### src/shared/bsfu_map.svh
// constants of the branch and skip flow unit: register offsets, fields, resets, cycle counts
// assumes a 32-bit apb slave with word-aligned registers and a 22-bit program counter
// Functional notes
// - pointer jump: pc low from pointer, 2 cycles
// - pointer call: same load, 3 or 4 cycles
// - compare-skip on equal: pc+2/3, flags untouched
// - skip when register bit is zero
// - skip when register bit is one
// - skip when io bit is zero
// - skip when io bit is one
// - branch when selected flag is one
// - branch when selected flag is zero
// - branch when carry flag is zero
// - unsigned same-or-higher means carry zero
// - signed ge when negative xor overflow zero
// - signed lt when negative xor overflow one
// - branch when half-carry is one
// - branch when half-carry is zero
// - branch when transfer bit is one
// - branch when transfer bit is zero
// - branch when overflow is one
// - branch when overflow is zero
// - branch when interrupt enable is one
// - branch when interrupt enable is zero
`ifndef BSFU_MAP_SVH
`define BSFU_MAP_SVH

`define BSFU_PC_W        22
`define BSFU_PTR_W       16
`define BSFU_K_W         7

`define BSFU_OFF_CTRL    12'h000
`define BSFU_OFF_STATUS  12'h004
`define BSFU_OFF_LAST_PC 12'h008
`define BSFU_OFF_REDIR   12'h00c

`define BSFU_CTRL_EN     0
`define BSFU_CTRL_WIDE   1
`define BSFU_CTRL_RST    2'h3

`define BSFU_FLG_C       0
`define BSFU_FLG_Z       1
`define BSFU_FLG_N       2
`define BSFU_FLG_V       3
`define BSFU_FLG_S       4
`define BSFU_FLG_H       5
`define BSFU_FLG_T       6
`define BSFU_FLG_I       7

`define BSFU_CYC_SEQ     3'h1
`define BSFU_CYC_JUMP    3'h2
`define BSFU_CYC_CALL16  3'h3
`define BSFU_CYC_CALL22  3'h4
`define BSFU_CYC_SKIP1   3'h2
`define BSFU_CYC_SKIP2   3'h3
`define BSFU_CYC_BRANCH  3'h2

`endif

### src/shared/bsfu_pkg.sv
// types of the branch and skip flow unit
// assumes bsfu_map.svh sits on the include path
`include "bsfu_map.svh"
package bsfu_pkg;

	typedef logic [`BSFU_PC_W-1:0] bsfu_pc_t;

	typedef enum logic [4:0] {
		BSFU_NOP              = 5'h00,
		BSFU_POINTER_JUMP     = 5'h01,
		BSFU_POINTER_CALL     = 5'h02,
		BSFU_COMPARE_SKIP_EQ  = 5'h03,
		BSFU_SKIP_REG_BIT_LOW = 5'h04,
		BSFU_SKIP_REG_BIT_HIGH= 5'h05,
		BSFU_SKIP_IO_BIT_LOW  = 5'h06,
		BSFU_SKIP_IO_BIT_HIGH = 5'h07,
		BSFU_BRANCH_FLAG_HIGH = 5'h08,
		BSFU_BRANCH_FLAG_LOW  = 5'h09,
		BSFU_BRANCH_NO_CARRY  = 5'h0a,
		BSFU_BRANCH_UNS_GE    = 5'h0b,
		BSFU_BRANCH_SIGNED_GE = 5'h0c,
		BSFU_BRANCH_SIGNED_LT = 5'h0d,
		BSFU_BRANCH_HC_ON     = 5'h0e,
		BSFU_BRANCH_HC_OFF    = 5'h0f,
		BSFU_BRANCH_XFER_ON   = 5'h10,
		BSFU_BRANCH_XFER_OFF  = 5'h11,
		BSFU_BRANCH_OVF_ON    = 5'h12,
		BSFU_BRANCH_OVF_OFF   = 5'h13,
		BSFU_BRANCH_IRQ_ON    = 5'h14,
		BSFU_BRANCH_IRQ_OFF   = 5'h15
	} bsfu_op_e;

	typedef enum logic [1:0] {
		BSFU_IDLE = 2'h0,
		BSFU_HOLD = 2'h1
	} bsfu_fsm_e;

	typedef struct packed {
		bsfu_op_e              op;
		bsfu_pc_t              pc;
		logic [`BSFU_PTR_W-1:0] zptr;
		logic [7:0]            rd_val;
		logic [7:0]            rr_val;
		logic [2:0]            bit_sel;
		logic                  io_bit;
		logic [7:0]            flags;
		logic [`BSFU_K_W-1:0]  offset;
		logic                  next_two_word;
	} bsfu_req_s;

	typedef struct packed {
		logic     done;
		logic     taken;
		bsfu_pc_t pc_next;
		logic [2:0] cycles;
	} bsfu_res_s;

	typedef struct packed {
		logic     valid;
		bsfu_pc_t addr;
	} bsfu_push_s;

	typedef struct packed {
		bsfu_fsm_e  fsm;
		logic [2:0] cnt;
		logic       hold_taken;
		bsfu_pc_t   hold_pc;
		logic [2:0] hold_cyc;
		bsfu_op_e   last_op;
		bsfu_res_s  res;
		bsfu_push_s push;
		logic       ctrl_en;
		logic       ctrl_wide;
		bsfu_pc_t   last_pc;
		logic [15:0] redir_cnt;
		logic [31:0] prdata;
		logic       pslverr;
	} bsfu_state_s;

endpackage

### src/hw/bsfu_flow_unit.sv
// branch and skip flow unit: next pc, taken flag and cycle count for control-flow instructions
// assumes decode presents one request at a time with operands already read; apb for control
//
// Decided for this implementation: the placing of the registers and the APB interface to the registers.
`timescale 1ns/1ps
`include "bsfu_map.svh"
module bsfu_flow_unit
	import bsfu_pkg::*;
(
	input  wire logic        clk,
	input  wire logic        nrst,
	input  wire logic        psel,
	input  wire logic        penable,
	input  wire logic        pwrite,
	input  wire logic [11:0] paddr,
	input  wire logic [31:0] pwdata,
	output logic      [31:0] prdata,
	output logic             pready,
	output logic             pslverr,
	input  bsfu_req_s        req,
	input  wire logic        req_valid,
	output logic             req_ready,
	output bsfu_res_s        res,
	output bsfu_push_s       push
);

	bsfu_state_s s_reg;
	bsfu_state_s s_next;
	logic        take;
	logic        cond;
	logic [2:0]  cyc;
	bsfu_pc_t    tgt;
	bsfu_pc_t    seq_pc;
	bsfu_pc_t    br_pc;
	logic        fin;
	logic        fin_taken;
	bsfu_pc_t    fin_pc;
	logic [2:0]  fin_cyc;
	logic [2:0]  rd_idx;
	logic [2:0]  wr_idx;

	// register index of an apb address, 3'h4 when unmapped
	function automatic logic [2:0] reg_index(input logic [11:0] a);
		if (a == `BSFU_OFF_CTRL) begin
			return 3'h0;
		end else if (a == `BSFU_OFF_STATUS) begin
			return 3'h1;
		end else if (a == `BSFU_OFF_LAST_PC) begin
			return 3'h2;
		end else if (a == `BSFU_OFF_REDIR) begin
			return 3'h3;
		end else begin
			return 3'h4;
		end
	endfunction

	// condition of the conditional branches on the status flags
	function automatic logic branch_cond(input bsfu_op_e op, input logic [7:0] f, input logic [2:0] sel);
		case (op)
			BSFU_BRANCH_FLAG_HIGH: return f[sel] == 1'b1;
			BSFU_BRANCH_FLAG_LOW: return f[sel] == 1'b0;
			BSFU_BRANCH_NO_CARRY: return f[`BSFU_FLG_C] == 1'b0;
			BSFU_BRANCH_UNS_GE: return f[`BSFU_FLG_C] == 1'b0;
			BSFU_BRANCH_SIGNED_GE: return (f[`BSFU_FLG_N] ^ f[`BSFU_FLG_V]) == 1'b0;
			BSFU_BRANCH_SIGNED_LT: return (f[`BSFU_FLG_N] ^ f[`BSFU_FLG_V]) == 1'b1;
			BSFU_BRANCH_HC_ON: return f[`BSFU_FLG_H] == 1'b1;
			BSFU_BRANCH_HC_OFF: return f[`BSFU_FLG_H] == 1'b0;
			BSFU_BRANCH_XFER_ON: return f[`BSFU_FLG_T] == 1'b1;
			BSFU_BRANCH_XFER_OFF: return f[`BSFU_FLG_T] == 1'b0;
			BSFU_BRANCH_OVF_ON: return f[`BSFU_FLG_V] == 1'b1;
			BSFU_BRANCH_OVF_OFF: return f[`BSFU_FLG_V] == 1'b0;
			BSFU_BRANCH_IRQ_ON: return f[`BSFU_FLG_I] == 1'b1;
			BSFU_BRANCH_IRQ_OFF: return f[`BSFU_FLG_I] == 1'b0;
			default: return 1'b0;
		endcase
	endfunction

	// condition of the skip instructions
	function automatic logic skip_cond(input bsfu_req_s r);
		case (r.op)
			BSFU_COMPARE_SKIP_EQ: return r.rd_val == r.rr_val;
			BSFU_SKIP_REG_BIT_LOW: return r.rd_val[r.bit_sel] == 1'b0;
			BSFU_SKIP_REG_BIT_HIGH: return r.rd_val[r.bit_sel] == 1'b1;
			BSFU_SKIP_IO_BIT_LOW: return r.io_bit == 1'b0;
			BSFU_SKIP_IO_BIT_HIGH: return r.io_bit == 1'b1;
			default: return 1'b0;
		endcase
	endfunction

	assign take      = req_valid && req_ready;
	assign req_ready = (s_reg.fsm == BSFU_IDLE) && s_reg.ctrl_en;
	assign seq_pc    = req.pc + bsfu_pc_t'(1);
	assign br_pc     = req.pc + {{(`BSFU_PC_W-`BSFU_K_W){req.offset[`BSFU_K_W-1]}}, req.offset} + bsfu_pc_t'(1);
	assign rd_idx    = reg_index(paddr);
	assign wr_idx    = reg_index(paddr);

	// classify the request: condition, cycle count and destination
	always_comb begin
		cond = 1'b0;
		cyc  = `BSFU_CYC_SEQ;
		tgt  = seq_pc;
		case (req.op)
			BSFU_POINTER_JUMP: begin
				cond = 1'b1;
				cyc  = `BSFU_CYC_JUMP;
				tgt  = {{(`BSFU_PC_W-`BSFU_PTR_W){1'b0}}, req.zptr};
			end
			BSFU_POINTER_CALL: begin
				cond = 1'b1;
				cyc  = s_reg.ctrl_wide ? `BSFU_CYC_CALL22 : `BSFU_CYC_CALL16;
				tgt  = {{(`BSFU_PC_W-`BSFU_PTR_W){1'b0}}, req.zptr};
			end
			BSFU_COMPARE_SKIP_EQ, BSFU_SKIP_REG_BIT_LOW, BSFU_SKIP_REG_BIT_HIGH,
			BSFU_SKIP_IO_BIT_LOW, BSFU_SKIP_IO_BIT_HIGH: begin
				cond = skip_cond(req);
				if (cond) begin
					// longer skip only when the skipped instruction has two words
					cyc = req.next_two_word ? `BSFU_CYC_SKIP2 : `BSFU_CYC_SKIP1;
					tgt = req.pc + (req.next_two_word ? bsfu_pc_t'(3) : bsfu_pc_t'(2));
				end
			end
			BSFU_NOP: begin
				cond = 1'b0;
			end
			default: begin
				cond = branch_cond(req.op, req.flags, req.bit_sel);
				if (cond) begin
					cyc = `BSFU_CYC_BRANCH;
					tgt = br_pc;
				end
			end
		endcase
	end

	// next state of the whole unit
	always_comb begin
		s_next        = s_reg;
		fin           = 1'b0;
		fin_taken     = 1'b0;
		fin_pc        = s_reg.hold_pc;
		fin_cyc       = s_reg.hold_cyc;
		s_next.res.done   = 1'b0;
		s_next.push.valid = 1'b0;
		case (s_reg.fsm)
			BSFU_IDLE: begin
				if (take) begin
					s_next.last_op    = req.op;
					s_next.hold_taken = cond;
					s_next.hold_pc    = tgt;
					s_next.hold_cyc   = cyc;
					if (req.op == BSFU_POINTER_CALL) begin
						// return address goes out in the first cycle, pc follows later
						s_next.push.valid = 1'b1;
						s_next.push.addr  = seq_pc;
					end
					if (cyc == `BSFU_CYC_SEQ) begin
						fin       = 1'b1;
						fin_taken = cond;
						fin_pc    = tgt;
						fin_cyc   = cyc;
					end else begin
						s_next.fsm = BSFU_HOLD;
						s_next.cnt = cyc - 3'h1;
					end
				end
			end
			BSFU_HOLD: begin
				if (s_reg.cnt == 3'h1) begin
					fin        = 1'b1;
					fin_taken  = s_reg.hold_taken;
					s_next.fsm = BSFU_IDLE;
				end
				s_next.cnt = s_reg.cnt - 3'h1;
			end
			default: begin
				s_next.fsm = BSFU_IDLE;
			end
		endcase
		if (fin) begin
			s_next.res.done    = 1'b1;
			s_next.res.taken   = fin_taken;
			s_next.res.pc_next = fin_pc;
			s_next.res.cycles  = fin_cyc;
			s_next.last_pc     = fin_pc;
		end
		// redirect counter: a write clears it, a same-cycle redirect still counts
		if (psel && penable && pwrite && wr_idx == 3'h3) begin
			s_next.redir_cnt = (fin && fin_taken) ? 16'h0001 : 16'h0000;
		end else if (fin && fin_taken) begin
			s_next.redir_cnt = s_reg.redir_cnt + 16'h0001;
		end
		if (psel && penable && pwrite && wr_idx == 3'h0) begin
			s_next.ctrl_en   = pwdata[`BSFU_CTRL_EN];
			s_next.ctrl_wide = pwdata[`BSFU_CTRL_WIDE];
		end
		// read data and error are captured in the setup phase
		if (psel && !penable) begin
			s_next.pslverr = 1'b0;
			if (rd_idx == 3'h0) begin
				s_next.prdata = {30'h0, s_reg.ctrl_wide, s_reg.ctrl_en};
			end else if (rd_idx == 3'h1) begin
				s_next.prdata = {22'h0, s_reg.last_op, s_reg.res.cycles, s_reg.res.taken,
					s_reg.fsm == BSFU_HOLD};
			end else if (rd_idx == 3'h2) begin
				s_next.prdata = {{(32-`BSFU_PC_W){1'b0}}, s_reg.last_pc};
			end else if (rd_idx == 3'h3) begin
				s_next.prdata = {16'h0, s_reg.redir_cnt};
			end else begin
				s_next.prdata  = 32'h0;
				s_next.pslverr = 1'b1;
			end
		end
	end

	always_ff @(posedge clk or negedge nrst) begin
		if (!nrst) begin
			s_reg           <= '0;
			s_reg.fsm       <= BSFU_IDLE;
			s_reg.last_op   <= BSFU_NOP;
			s_reg.ctrl_en   <= 1'((`BSFU_CTRL_RST >> `BSFU_CTRL_EN) & 2'h1);
			s_reg.ctrl_wide <= 1'((`BSFU_CTRL_RST >> `BSFU_CTRL_WIDE) & 2'h1);
		end else begin
			s_reg <= s_next;
		end
	end

	assign prdata  = s_reg.prdata;
	assign pslverr = s_reg.pslverr;
	assign pready  = psel && penable;
	assign res     = s_reg.res;
	assign push    = s_reg.push;
endmodule

### config.mk
export PLATFORM = sky130hd
export DESIGN_NAME = bsfu_flow_unit
export DESIGN_NICKNAME = d
export VERILOG_FILES = /design/src/shared/bsfu_pkg.sv /design/src/hw/bsfu_flow_unit.sv
export VERILOG_INCLUDE_DIRS = /design/src /design/src/shared
export SDC_FILE = /design/constraint.sdc
export NUM_CORES = 1
export LEC_CHECK = 0
export BUFFER_PORTS_ARGS = -buffer_cell sky130_fd_sc_hd__buf_2
export CAP_MARGIN = 20
export CELL_PAD_IN_SITES_DETAIL_PLACEMENT = 2
export CELL_PAD_IN_SITES_GLOBAL_PLACEMENT = 2
export CORE_UTILIZATION = 35
export CTS_CLUSTER_SIZE = 20
export DETAILED_ROUTE_END_ITERATION = 8
export PLACE_DENSITY_LB_ADDON = 0.05
export SLEW_MARGIN = 20
export SYNTH_ARGS = -nofsm -noshare
export SYNTH_HDL_FRONTEND = slang
export SYNTH_SLANG_ARGS = --single-unit
### constraint.sdc
create_clock -name clk -period 7.2 [get_ports clk]
set_clock_uncertainty 0.15 [all_clocks]
set_input_delay 0.72 -clock clk [delete_from_list [all_inputs] [get_ports clk]]
set_output_delay 0.72 -clock clk [all_outputs]
set_load 0.005 [all_outputs]
After elaboration in Yosys (flattened, before gate mapping):

Cells that the tools add are included.

* mux-type cells: 56
* reduce and logical (&&, ||, !) cells: 23
* equality and inequality tests: 34
* bitwise logic cells: 10
* add/subtract/negate cells: 7
* magnitude comparators: 1

Operators by type and width (number)
* 2-to-1 mux 22 bit: 7
* 2-to-1 mux 23 bit: 3
* one-hot mux 22 bit (3 select lines): 1
* 2-to-1 mux 16 bit: 3
* adder 22 x 1 -> 22 bit, second input constant: 2
* equality test 5 x 4 -> 1 bit, second input constant: 8
* 2-to-1 mux 36 bit: 1
* 2-to-1 mux 32 bit: 1
* equality test 5 bit, second input constant: 6
* 2-to-1 mux 27 bit: 1
* equality test 12 x 4 -> 1 bit, second input constant: 2
* 2-to-1 mux 3 bit: 8
* adder 22 x 2 -> 22 bit: 1
* adder 22 bit: 1
* equality test 5 x 3 -> 1 bit, second input constant: 4
* 2-to-1 mux 1 bit: 17
* adder 16 x 1 -> 16 bit, second input constant: 1
* one-hot mux 1 bit (13 select lines): 1
* equality test 12 x 3 -> 1 bit, second input constant: 1
* zero test 12 bit: 1
* one-hot mux 3 bit (4 select lines): 1
* equality test 5 x 2 -> 1 bit, second input constant: 2
* equality test 3 x 1 -> 1 bit, second input constant: 3
* inverter 1 bit: 9
* other kinds (27): 46

* input bits: 129
* word-level logic and storage cells: 148
* output and inout port bits: 85
* register bits after elaboration: 137

Logic depth before layout (Yosys ltp):

Gate-level depths: netlist (run 1).

* word-level depth: 14
* depth in mapped cells: 18
* mapped depth without buffers: 14

Least setup slack after synthesis (run 1):

No wires, ideal clock.

* path kind: input port to flip-flop
* start point: in req[17] (netlist bit)
* end point: reg s_reg[42] (netlist bit)
* path buffers: 3
* cell stages on the path: 15
* arrival: 3934 ps
* slack: 3038 ps
* cell sequence: mux4_1 -> mux2i_1 -> mux2i_1 -> a21bo_2 -> buf_6 -> buf_2 -> o21ai_0 -> ha_1 -> nand2_1 -> nor2_1 -> o211ai_4 -> and2_4 -> buf_6 -> or4_1 -> a21oi_1

* longest elaborated chain between the ends: 13
* elaborated cells between the ends (all ways): 23
* classes of those cells: eq/ne (1); mux (18); bitwise (2); reduce/logical (2)

Ends and longest elaborated chain
* from (decl): line bsfu_flow_unit.sv:20 `input bsfu_req_s req,`
* binary-select mux 1 bit (select 3 bit), on equally long branches
* 2-to-1 mux 1 bit, on equally long branches
* inverter 1 bit, on equally long branches: line bsfu_flow_unit.sv:61, bsfu_flow_unit.sv:82
* one-hot mux 1 bit (13 select lines) or one-hot mux 1 bit (5 select lines) (tied branches): line bsfu_flow_unit.sv:59, bsfu_flow_unit.sv:80
* 2-to-1 mux 1 bit: line bsfu_flow_unit.sv:102 `case (req.op)`
* 2-to-1 mux 2 bit, on equally long branches: line bsfu_flow_unit.sv:127, bsfu_flow_unit.sv:116
* one-hot mux 3 bit (4 select lines): line bsfu_flow_unit.sv:102
* equality test 3 x 1 -> 1 bit (no source line)
* 2-to-1 mux 1 bit: line bsfu_flow_unit.sv:156 `` if (cyc == `BSFU_CYC_SEQ) begin ``
* 2-to-1 mux 1 bit: line bsfu_flow_unit.sv:146 `if (take) begin`
* one-hot mux 1 bit (2 select lines): line bsfu_flow_unit.sv:144 `case (s_reg.fsm)`
* logical AND 1 bit (*): line bsfu_flow_unit.sv:189 `end else if (fin && fin_taken) begin`
* nonzero test 2 bit (no source line) (*)
* to (signal assigned): line bsfu_flow_unit.sv:223 `s_reg <= s_next;`
* to (decl): line bsfu_flow_unit.sv:27 `bsfu_state_s s_reg;`

Mark *: on every way between the ends. The rest lies on a longest branch, timed or not. The select of a mux whose other input is x is not followed.
A chain may end at the register's enable or synchronous reset.

Worst setup path in the final report (run 1):

* start point: in req[17] (netlist bit)
* end point: reg s_reg[47] (netlist bit)

* longest elaborated chain between the ends: 13
* elaborated cells between the ends (all ways): 23
* classes of those cells: eq/ne (1); mux (18); bitwise (2); reduce/logical (2)

Ends and longest elaborated chain
* binary-select mux 1 bit (select 3 bit), on equally long branches
* 2-to-1 mux 1 bit, on equally long branches
* inverter 1 bit, on equally long branches: line bsfu_flow_unit.sv:61, bsfu_flow_unit.sv:82
* one-hot mux 1 bit (13 select lines) or one-hot mux 1 bit (5 select lines) (tied branches): line bsfu_flow_unit.sv:59, bsfu_flow_unit.sv:80
* 2-to-1 mux 1 bit: line bsfu_flow_unit.sv:102
* 2-to-1 mux 2 bit, on equally long branches: line bsfu_flow_unit.sv:127, bsfu_flow_unit.sv:116
* one-hot mux 3 bit (4 select lines) (*): line bsfu_flow_unit.sv:102
* named net cyc[0]: line bsfu_flow_unit.sv:31 `logic [2:0] cyc;`
* equality test 3 x 1 -> 1 bit (no source line) (*)
* 2-to-1 mux 1 bit: line bsfu_flow_unit.sv:156
* 2-to-1 mux 1 bit: line bsfu_flow_unit.sv:146
* one-hot mux 1 bit (2 select lines): line bsfu_flow_unit.sv:144
* logical AND 1 bit (*): line bsfu_flow_unit.sv:189
* nonzero test 2 bit (no source line) (*)

Mark *: on every way through the listed nets, which the timed path passes. The rest lies on a longest branch. The select of a mux whose other input is x is not followed.

==> results of run 1 <==
[critical path: cells and delay by family]
| family | cells | cell delay, ps |
|---|---|---|
| compound gates | 4 | 1340 |
| fa+ha+maj | 1 | 200 |
| xor+xnor | 1 | 130 |
| simple gates | 5 | 1500 |
| mux | 2 | 760 |
| buf+inv | 2 | 260 |
[Yosys cell counts, types with 4 or more instances]
master	n
nand2_1	147
dfrtp_1	124
buf_4	83
o21ai_0	81
a21oi_1	54
nor2_1	52
xnor2_1	37
clkbuf_1	35
inv_1	32
xor2_1	31
ha_1	29
nand3_1	27
mux2i_1	20
a22oi_1	16
nor3_1	16
o31ai_1	16
a211oi_1	13
and3_1	13
nor2b_1	13
a222oi_1	12
nand2b_1	12
a21o_1	10
a22o_1	10
mux2_2	9
a21boi_0	8
a221oi_1	8
and2_1	8
and4_1	7
nand4_1	7
o211ai_1	7
a31oi_1	6
nor4_1	6
or4_1	6
a211o_1	5
buf_2	5
or3_1	5
a32oi_1	4
[per-layer routing]
| metal | vias to the layer above | share of wire (%) | GRT usage [%] |
|---|---|---|---|
| met5 | - | 0 | 0 |
| met4 | 0 | 0.94 | 4.97 |
| met3 | 24 | 2.7 | 3.27 |
| met2 | 153 | 49 | 40.5 |
| met1 | 4111 | 48 | 32.1 |
| li1 | 3793 | - | - |
[worst paths after layout]
path / to / slack [ps]
min reg2reg: push[20] / 310
max: s_reg[47] / 2480
max in group asynchronous: push[13] / 5450
min in group clk: push[20] / 310
min: pslverr / 120
max reg2reg: s_reg[47] / 3850
[final cells by class]
type	count	area, um2	share of cell area, %
multi-input combinational	754	4910	48.5
sequential	126	3160	31.1
timing repair buffer	185	962	9.49
clock buffer	19	433	4.27
tap	330	413	4.07
clock inverter	13	143	1.41
inverter	32	120	1.18
[kinds of logic after synthesis]
| family | after synthesis |
|---|---|
| DFF | 126 |
| AOI/OAI and AO/OA | 284 |
| muxes | 35 |
| and+or+nand+nor | 327 |
| adders and majority gates | 30 |
| buffers and inverters | 159 |
| xor gates and xnor gates | 68 |
| other | 1 |
[through the flow]
stage	util, %	setup slack (ps)	cells
floorplan	-	3040	1039
global placement	38.1	2210	1427
detailed placement	38.1	2020	1427
CTS	40.4	2460	1459
global route	40.4	2060	1459
finish	40.4	2480	1459
[power by group]
group | switching (mW) | internal [mW] | total [mW] | leakage [nW]
Combinational | 0.212 | 0.120 | 0.332 | 2.90
Clock | 0.351 | 0.512 | 0.863 | 0.278
Sequential | 0.00454 | 0.714 | 0.719 | 1.67
Total | 0.568 | 1.35 | 1.91 | 4.85
==> results.txt, run 1 <==
status = finished with violations
failing checks = design-rule violations
Max Slew Vio Count = 0
CTS clk-pin slew, worst paths = 70 ps
final setup vio count = 0
worst skew pair latency = 420 ps
dominant synthesized flop cell = dfrtp_1
crit-path max FO = 12
total number of vias = 8081
fraction of registers with async set/reset = 100%
Post-Syn Area = 8950 um2
Routed Antenna Nets = 0
Tmin final = 4720 ps
Post-synth EDFFs = 0
Slew @ Worst Pin = 920 ps
Routed WL per cell = 20.8 um
RSZ-0062 raised after global routing = false
1st-iter DRT viols = 448
Setup CP Type = input pin to flop
HP Class = input pin to asynchronous set/reset pin
Setup crit start kind = input pin
Port-buffer cells = 173
Lkg Pwr = 4.85 nW
CTS Buf Count = 17
GPL Wtd Cong = 0.829
r2r startpoint = s_reg[71]
antenna cells = 0
largest net degree at the start of global routing = 69
top-area cell type share of the netlist area = 34.7%
main combinational cell family by area after synthesis = compound AO/OA/AOI/OAI gates
DIE WIDTH = 162 um
Power Total = 1.91 mW
GR Util All Layers = 23.8%
reg2reg path depth = 10
Worst Path Arrival = 4920 ps
most frequent cells in the layout = buf_2, nand2_1, dfrtp_1
Synth Area in XOR/XNOR = 6.65%
Critical Path RT = 7400 ps
CTS tree = built
crit-path cells = buf_2, mux4_1, mux2i_1, xnor2_1, a21oi_1, and2_1, nand2_1, inv_1, ha_1, nand2_1, nor2_1, o211ai_4, a211oi_1, nand3_1, a21oi_1
hold slack = 120 ps
Fillers = 2932
Ports = 214
ranking of synthesized cells by area = dfrtp_1, buf_4, nand2_1
crit-path max cell delay = 700 ps
vias per cell = 5.54
die height = 162 um
H-tree levels = 4
CTS max path bufs = 2
Seq/Total Area, Yosys = 35.2%
ratio of cells with drive above 1 in the final layout = 21.5%
max_slew headroom = 38.5%
Setup crit end kind = flop
placed cell area = 9560 um2
max FFs per register = 75
nets = 1275
number of synthesized register bits = 126
initial antenna violation count = 0
Root Buffer = clkbuf_16
Remaining Overflow, GRT = 0
commonest non-fill, non-tap cell in the layout = buf_2
setup bufs post-CTS = 0
Core Area = 25100 um2
vias in the first global route = 8604
Setup TNS = 0 ps
mux cell area share after synthesis = 5.00%
Initial Utilization = 35.7%
detailed placement HPWL = 23100 um
Synth Area in Adders = 4.28%
syn_area_per_cell = 8.69 um2
Critical path origin = req[17]
Tcrit/Tclk final = 65.6%
Synth Instances = 1030
DR pass1 iterations = 7
Die ar. = 26200 um2
Syn-to-layout area delta = 13.2%
peak supply drop = 0.135 mV
Hold Vio Cnt, Final = 0
number of library cell types mapped by synthesis = 68
Post-Layout Inst Area = 10100 um2
Post-Synth Simple-Gate Area = 17.0%
Site Rows = 58
Fmax achieved = 0.212 GHz
cell accounting for the most synthesized area = dfrtp_1
max cap viols = 0
first-pass GRT wire length = 48300 um
number of synthesis warnings = 0
Crit-path slowest cell = a211oi_1
compound-cell area share of the yosys netlist = 21.3%
Post-CTS Resized = 0
clk sink count = 126
drt total wl = 30300 um
pwr dens = 189 nW/um2
CTS Hold Bufs = 0
Post-route DRC = 2
(Power assumes the default switching activity.)
==> inputs of run 2 (changes only) <==
- ABC_AREA: unset -> 1
- CORE_UTILIZATION: 35 -> 27
- clock period: 7.2 -> 3.9 ns (I/O delays scaled with it)
==> results.txt, run 2 <==
Routed Antenna Nets = 0 (unchanged)
ratio of cells with drive above 1 in the final layout = 16.7% (-4.9 points)
top post-synthesis cells by count = nand2_1, inv_1, dfrtp_1, nor2_1, nand3_1
cell mode on critical path = nand2_1
largest net degree at the start of global routing = 77 (+12%)
reg2reg path depth = 9 (-1)
Setup CP Type = input pin to flop
Lkg Pwr = 6.03 nW (+24%)
CTS clk-pin slew, worst paths = 60 ps (about the same)
Syn-to-layout area delta = 14.4%
Initial Utilization = 27.7% (-8.0 points)
nets = 1749 (+37%)
DIE WIDTH = 194 um (+20%)
Synth Area in XOR/XNOR = 5.11% (-1.5 points)
hold slack = 93.7 ps (-26.7 ps)
DR pass1 iterations = 5 (-2)
dominant synthesized flop cell = dfrtp_1
initial antenna violation count = 0 (unchanged)
fraction of registers with async set/reset = 100% (unchanged)
Seq/Total Area, Yosys = 31.7% (-3.5 points)
CTS Buf Count = 17 (unchanged)
Tmin final = 3040 ps
Synth Area in Adders = 3.85% (-0.43 points)
commonest non-fill, non-tap cell in the layout = nand2_1
Setup crit end kind = flop
GR Util All Layers = 21.3% (-2.5 points)
most common cell in the netlist = nand2_1
antenna cells = 0 (unchanged)
Ports = 214 (unchanged)
max cap viols = 0 (unchanged)
Hold Vio Cnt, Final = 0 (unchanged)
max_slew headroom = 31.1% (-7.4 points)
final setup vio count = 0 (unchanged)
Post-synth EDFFs = 0 (unchanged)
clk sink count = 126 (unchanged)
pwr dens = 487 nW/um2 (+160%)
placed cell area = 10800 um2 (+13%)
Fmax achieved = 0.328 GHz
Setup crit start kind = input pin
GRT busiest layer = met2
Worst Path Arrival = 3180 ps (-1740 ps)
CTS max path bufs = 2 (unchanged)
routing usage on met1 = 27.2% (-4.9 points)
Post-route DRC = 0 (-2)
Site Rows = 69 (+19%)
status = completed
max FFs per register = 75 (unchanged)
met2 usage = 38.5% (-2.0 points)
first-pass GRT wire length = 62300 um (+29%)
number of library cell types mapped by synthesis = 48 (-29%)
Port-buffer cells = 173 (unchanged)
vias per cell = 4.82 (-13%)
most frequent cells in the layout = nand2_1, buf_2, inv_1
Fillers = 4389 (+50%)
main combinational cell family by area after synthesis = simple AND/OR/NAND/NOR gates
compound-cell area share of the yosys netlist = 10.8% (-11 points)
detailed placement HPWL = 32000 um (+38%)
number of synthesized register bits = 126 (unchanged)
Routed WL per cell = 18.9 um (-9.0%)
Synth Instances = 1486 (+44%)
Crit-path slowest cell = nand2_2
met3 Usage GRT = 1.88% (-1.4 points)
Slew @ Worst Pin = 1030 ps (+113 ps)
vias in the first global route = 11000 (+28%)
die height = 194 um (+20%)
peak supply drop = 0.299 mV (+120%)
crit-path cells = buf_2, nor2_2, nand2_1, nor2_2, inv_2, nand2_1, nand4_4, nand2_1, nand2_1, inv_1, ha_1, o21ai_1, nor2_2, nand3_2, nand2_4, inv_2, nand2_2, o21ai_0
crit-path max cell delay = 340 ps (-360 ps)
post-layout util = 31.7% (-8.7 points)
ranking of synthesized cells by area = dfrtp_1, nand2_1, buf_4
GPL Wtd Cong = 0.829 (about the same)
cell accounting for the most synthesized area = dfrtp_1
Critical Path RT = 4030 ps (-3370 ps)
total number of vias = 9951 (+23%)
CTS tree = built
number of synthesis warnings = 0 (unchanged)
Die ar. = 37600 um2 (+43%)
Setup TNS = 0 ps (unchanged)
Tcrit/Tclk final = 78.1%
RSZ-0062 raised after global routing = false
syn_area_per_cell = 6.69 um2 (-23%)
Remaining Overflow, GRT = 0 (unchanged)
HP Class = input pin to flop
Post-Layout Inst Area = 11400 um2 (+12%)
drt total wl = 39000 um (+29%)
Root Buffer = clkbuf_16
Post-Synth Simple-Gate Area = 34.3% (+17 points)
top-area cell type share of the netlist area = 31.2% (-3.4 points)
crit-path max FO = 14 (+2)
H-tree levels = 4 (unchanged)
1st-iter DRT viols = 307 (-31%)
Core Area = 35900 um2 (+43%)
Max Slew Vio Count = 0 (unchanged)
Hold Path Stages = 3
Post-Syn Area = 9940 um2 (+11%)
worst skew pair latency = 420 ps (about the same)
mux cell area share after synthesis = 0% (-5.0 points)
run 2: cell types whose count changed after synthesis, moves of 15 or more:
cell	before	now
o31ai_1	16	0
xor2_1	31	46
inv_1	32	154
o21ai_0	81	65
mux2i_1	20	0
xnor2_1	37	12
nand4_1	7	27
nor2_1	52	118
nand3_1	27	104
nand2_1	147	500
run 2: logic make-up (layout without fill, tap and decap cells):
family	count (synthesis)	after routing
AND/OR/NAND/NOR	808	808
buffers and inverters	285	392
AO/OA/AOI/OAI	178	178
flip-flops	126	126
XOR/XNOR	58	58
adder cells (fa/ha/maj)	30	30
other	1	10
run 2: what timing repair did:
action	CTS	global route
hold endpoints to repair	72	0
gates resized for setup	0	0
setup buffers	0	0
setup endpoints to repair	0	0
hold buffers	1	0
run 2: per-layer routing:
layer,routed length [um],up-vias
met5,0,-
met2,19600,149
met1,18200,4906
met4,521,0
li1,-,4869
met3,710,27
run 2: layout make-up:
class | count | area [um2] | share of cell area, %
Timing Repair Buffer | 191 | 1010 | 8.87
Multi-Input combinational cell | 1084 | 5410 | 47.5
Clock inverter | 7 | 110 | 0.968
Sequential cell | 126 | 3160 | 27.7
Inverter | 170 | 638 | 5.61
Clock buffer | 24 | 482 | 4.23
Tap cell | 461 | 577 | 5.07
run 2: power breakdown:
group / switching, mW / leakage [nW] / total (mW) / internal [mW]
sequential: 0.311 / 1.63 / 2.02 / 1.71
combinational: 1.23 / 4.10 / 1.91 / 0.681
clock: 0.566 / 0.294 / 1.61 / 1.05
run 2: stage by stage:
step	instances	power [mW]	setup slack, ps
finish	2063	5.55	855
global route	2063	5.96	577
CTS	2063	5.64	856
detailed placement	2031	3.98	435
global placement	2031	3.90	483
floorplan	1495	3.34	1070
run 2: worst max-delay path: cells and delay by family:
family,cells,cell delay (ps)
adders and majority gates,1,140
buffers and inverters,4,420
AOI/OAI and AO/OA,2,230
and+or+nand+nor,11,1980
run 2: worst paths after layout:
kind | to | slack, ps | start
max reg2reg | s_reg[37] | 1130 | s_reg[72]
min | s_reg[71] | 90 | pwdata[1]
max in group asynchronous | s_reg[151] | 2280 | nrst
min reg2reg | push[19] | 330 | push[19]
max | s_reg[37] | 860 | req[75]
min in group asynchronous | prdata[2] | 410 | nrst
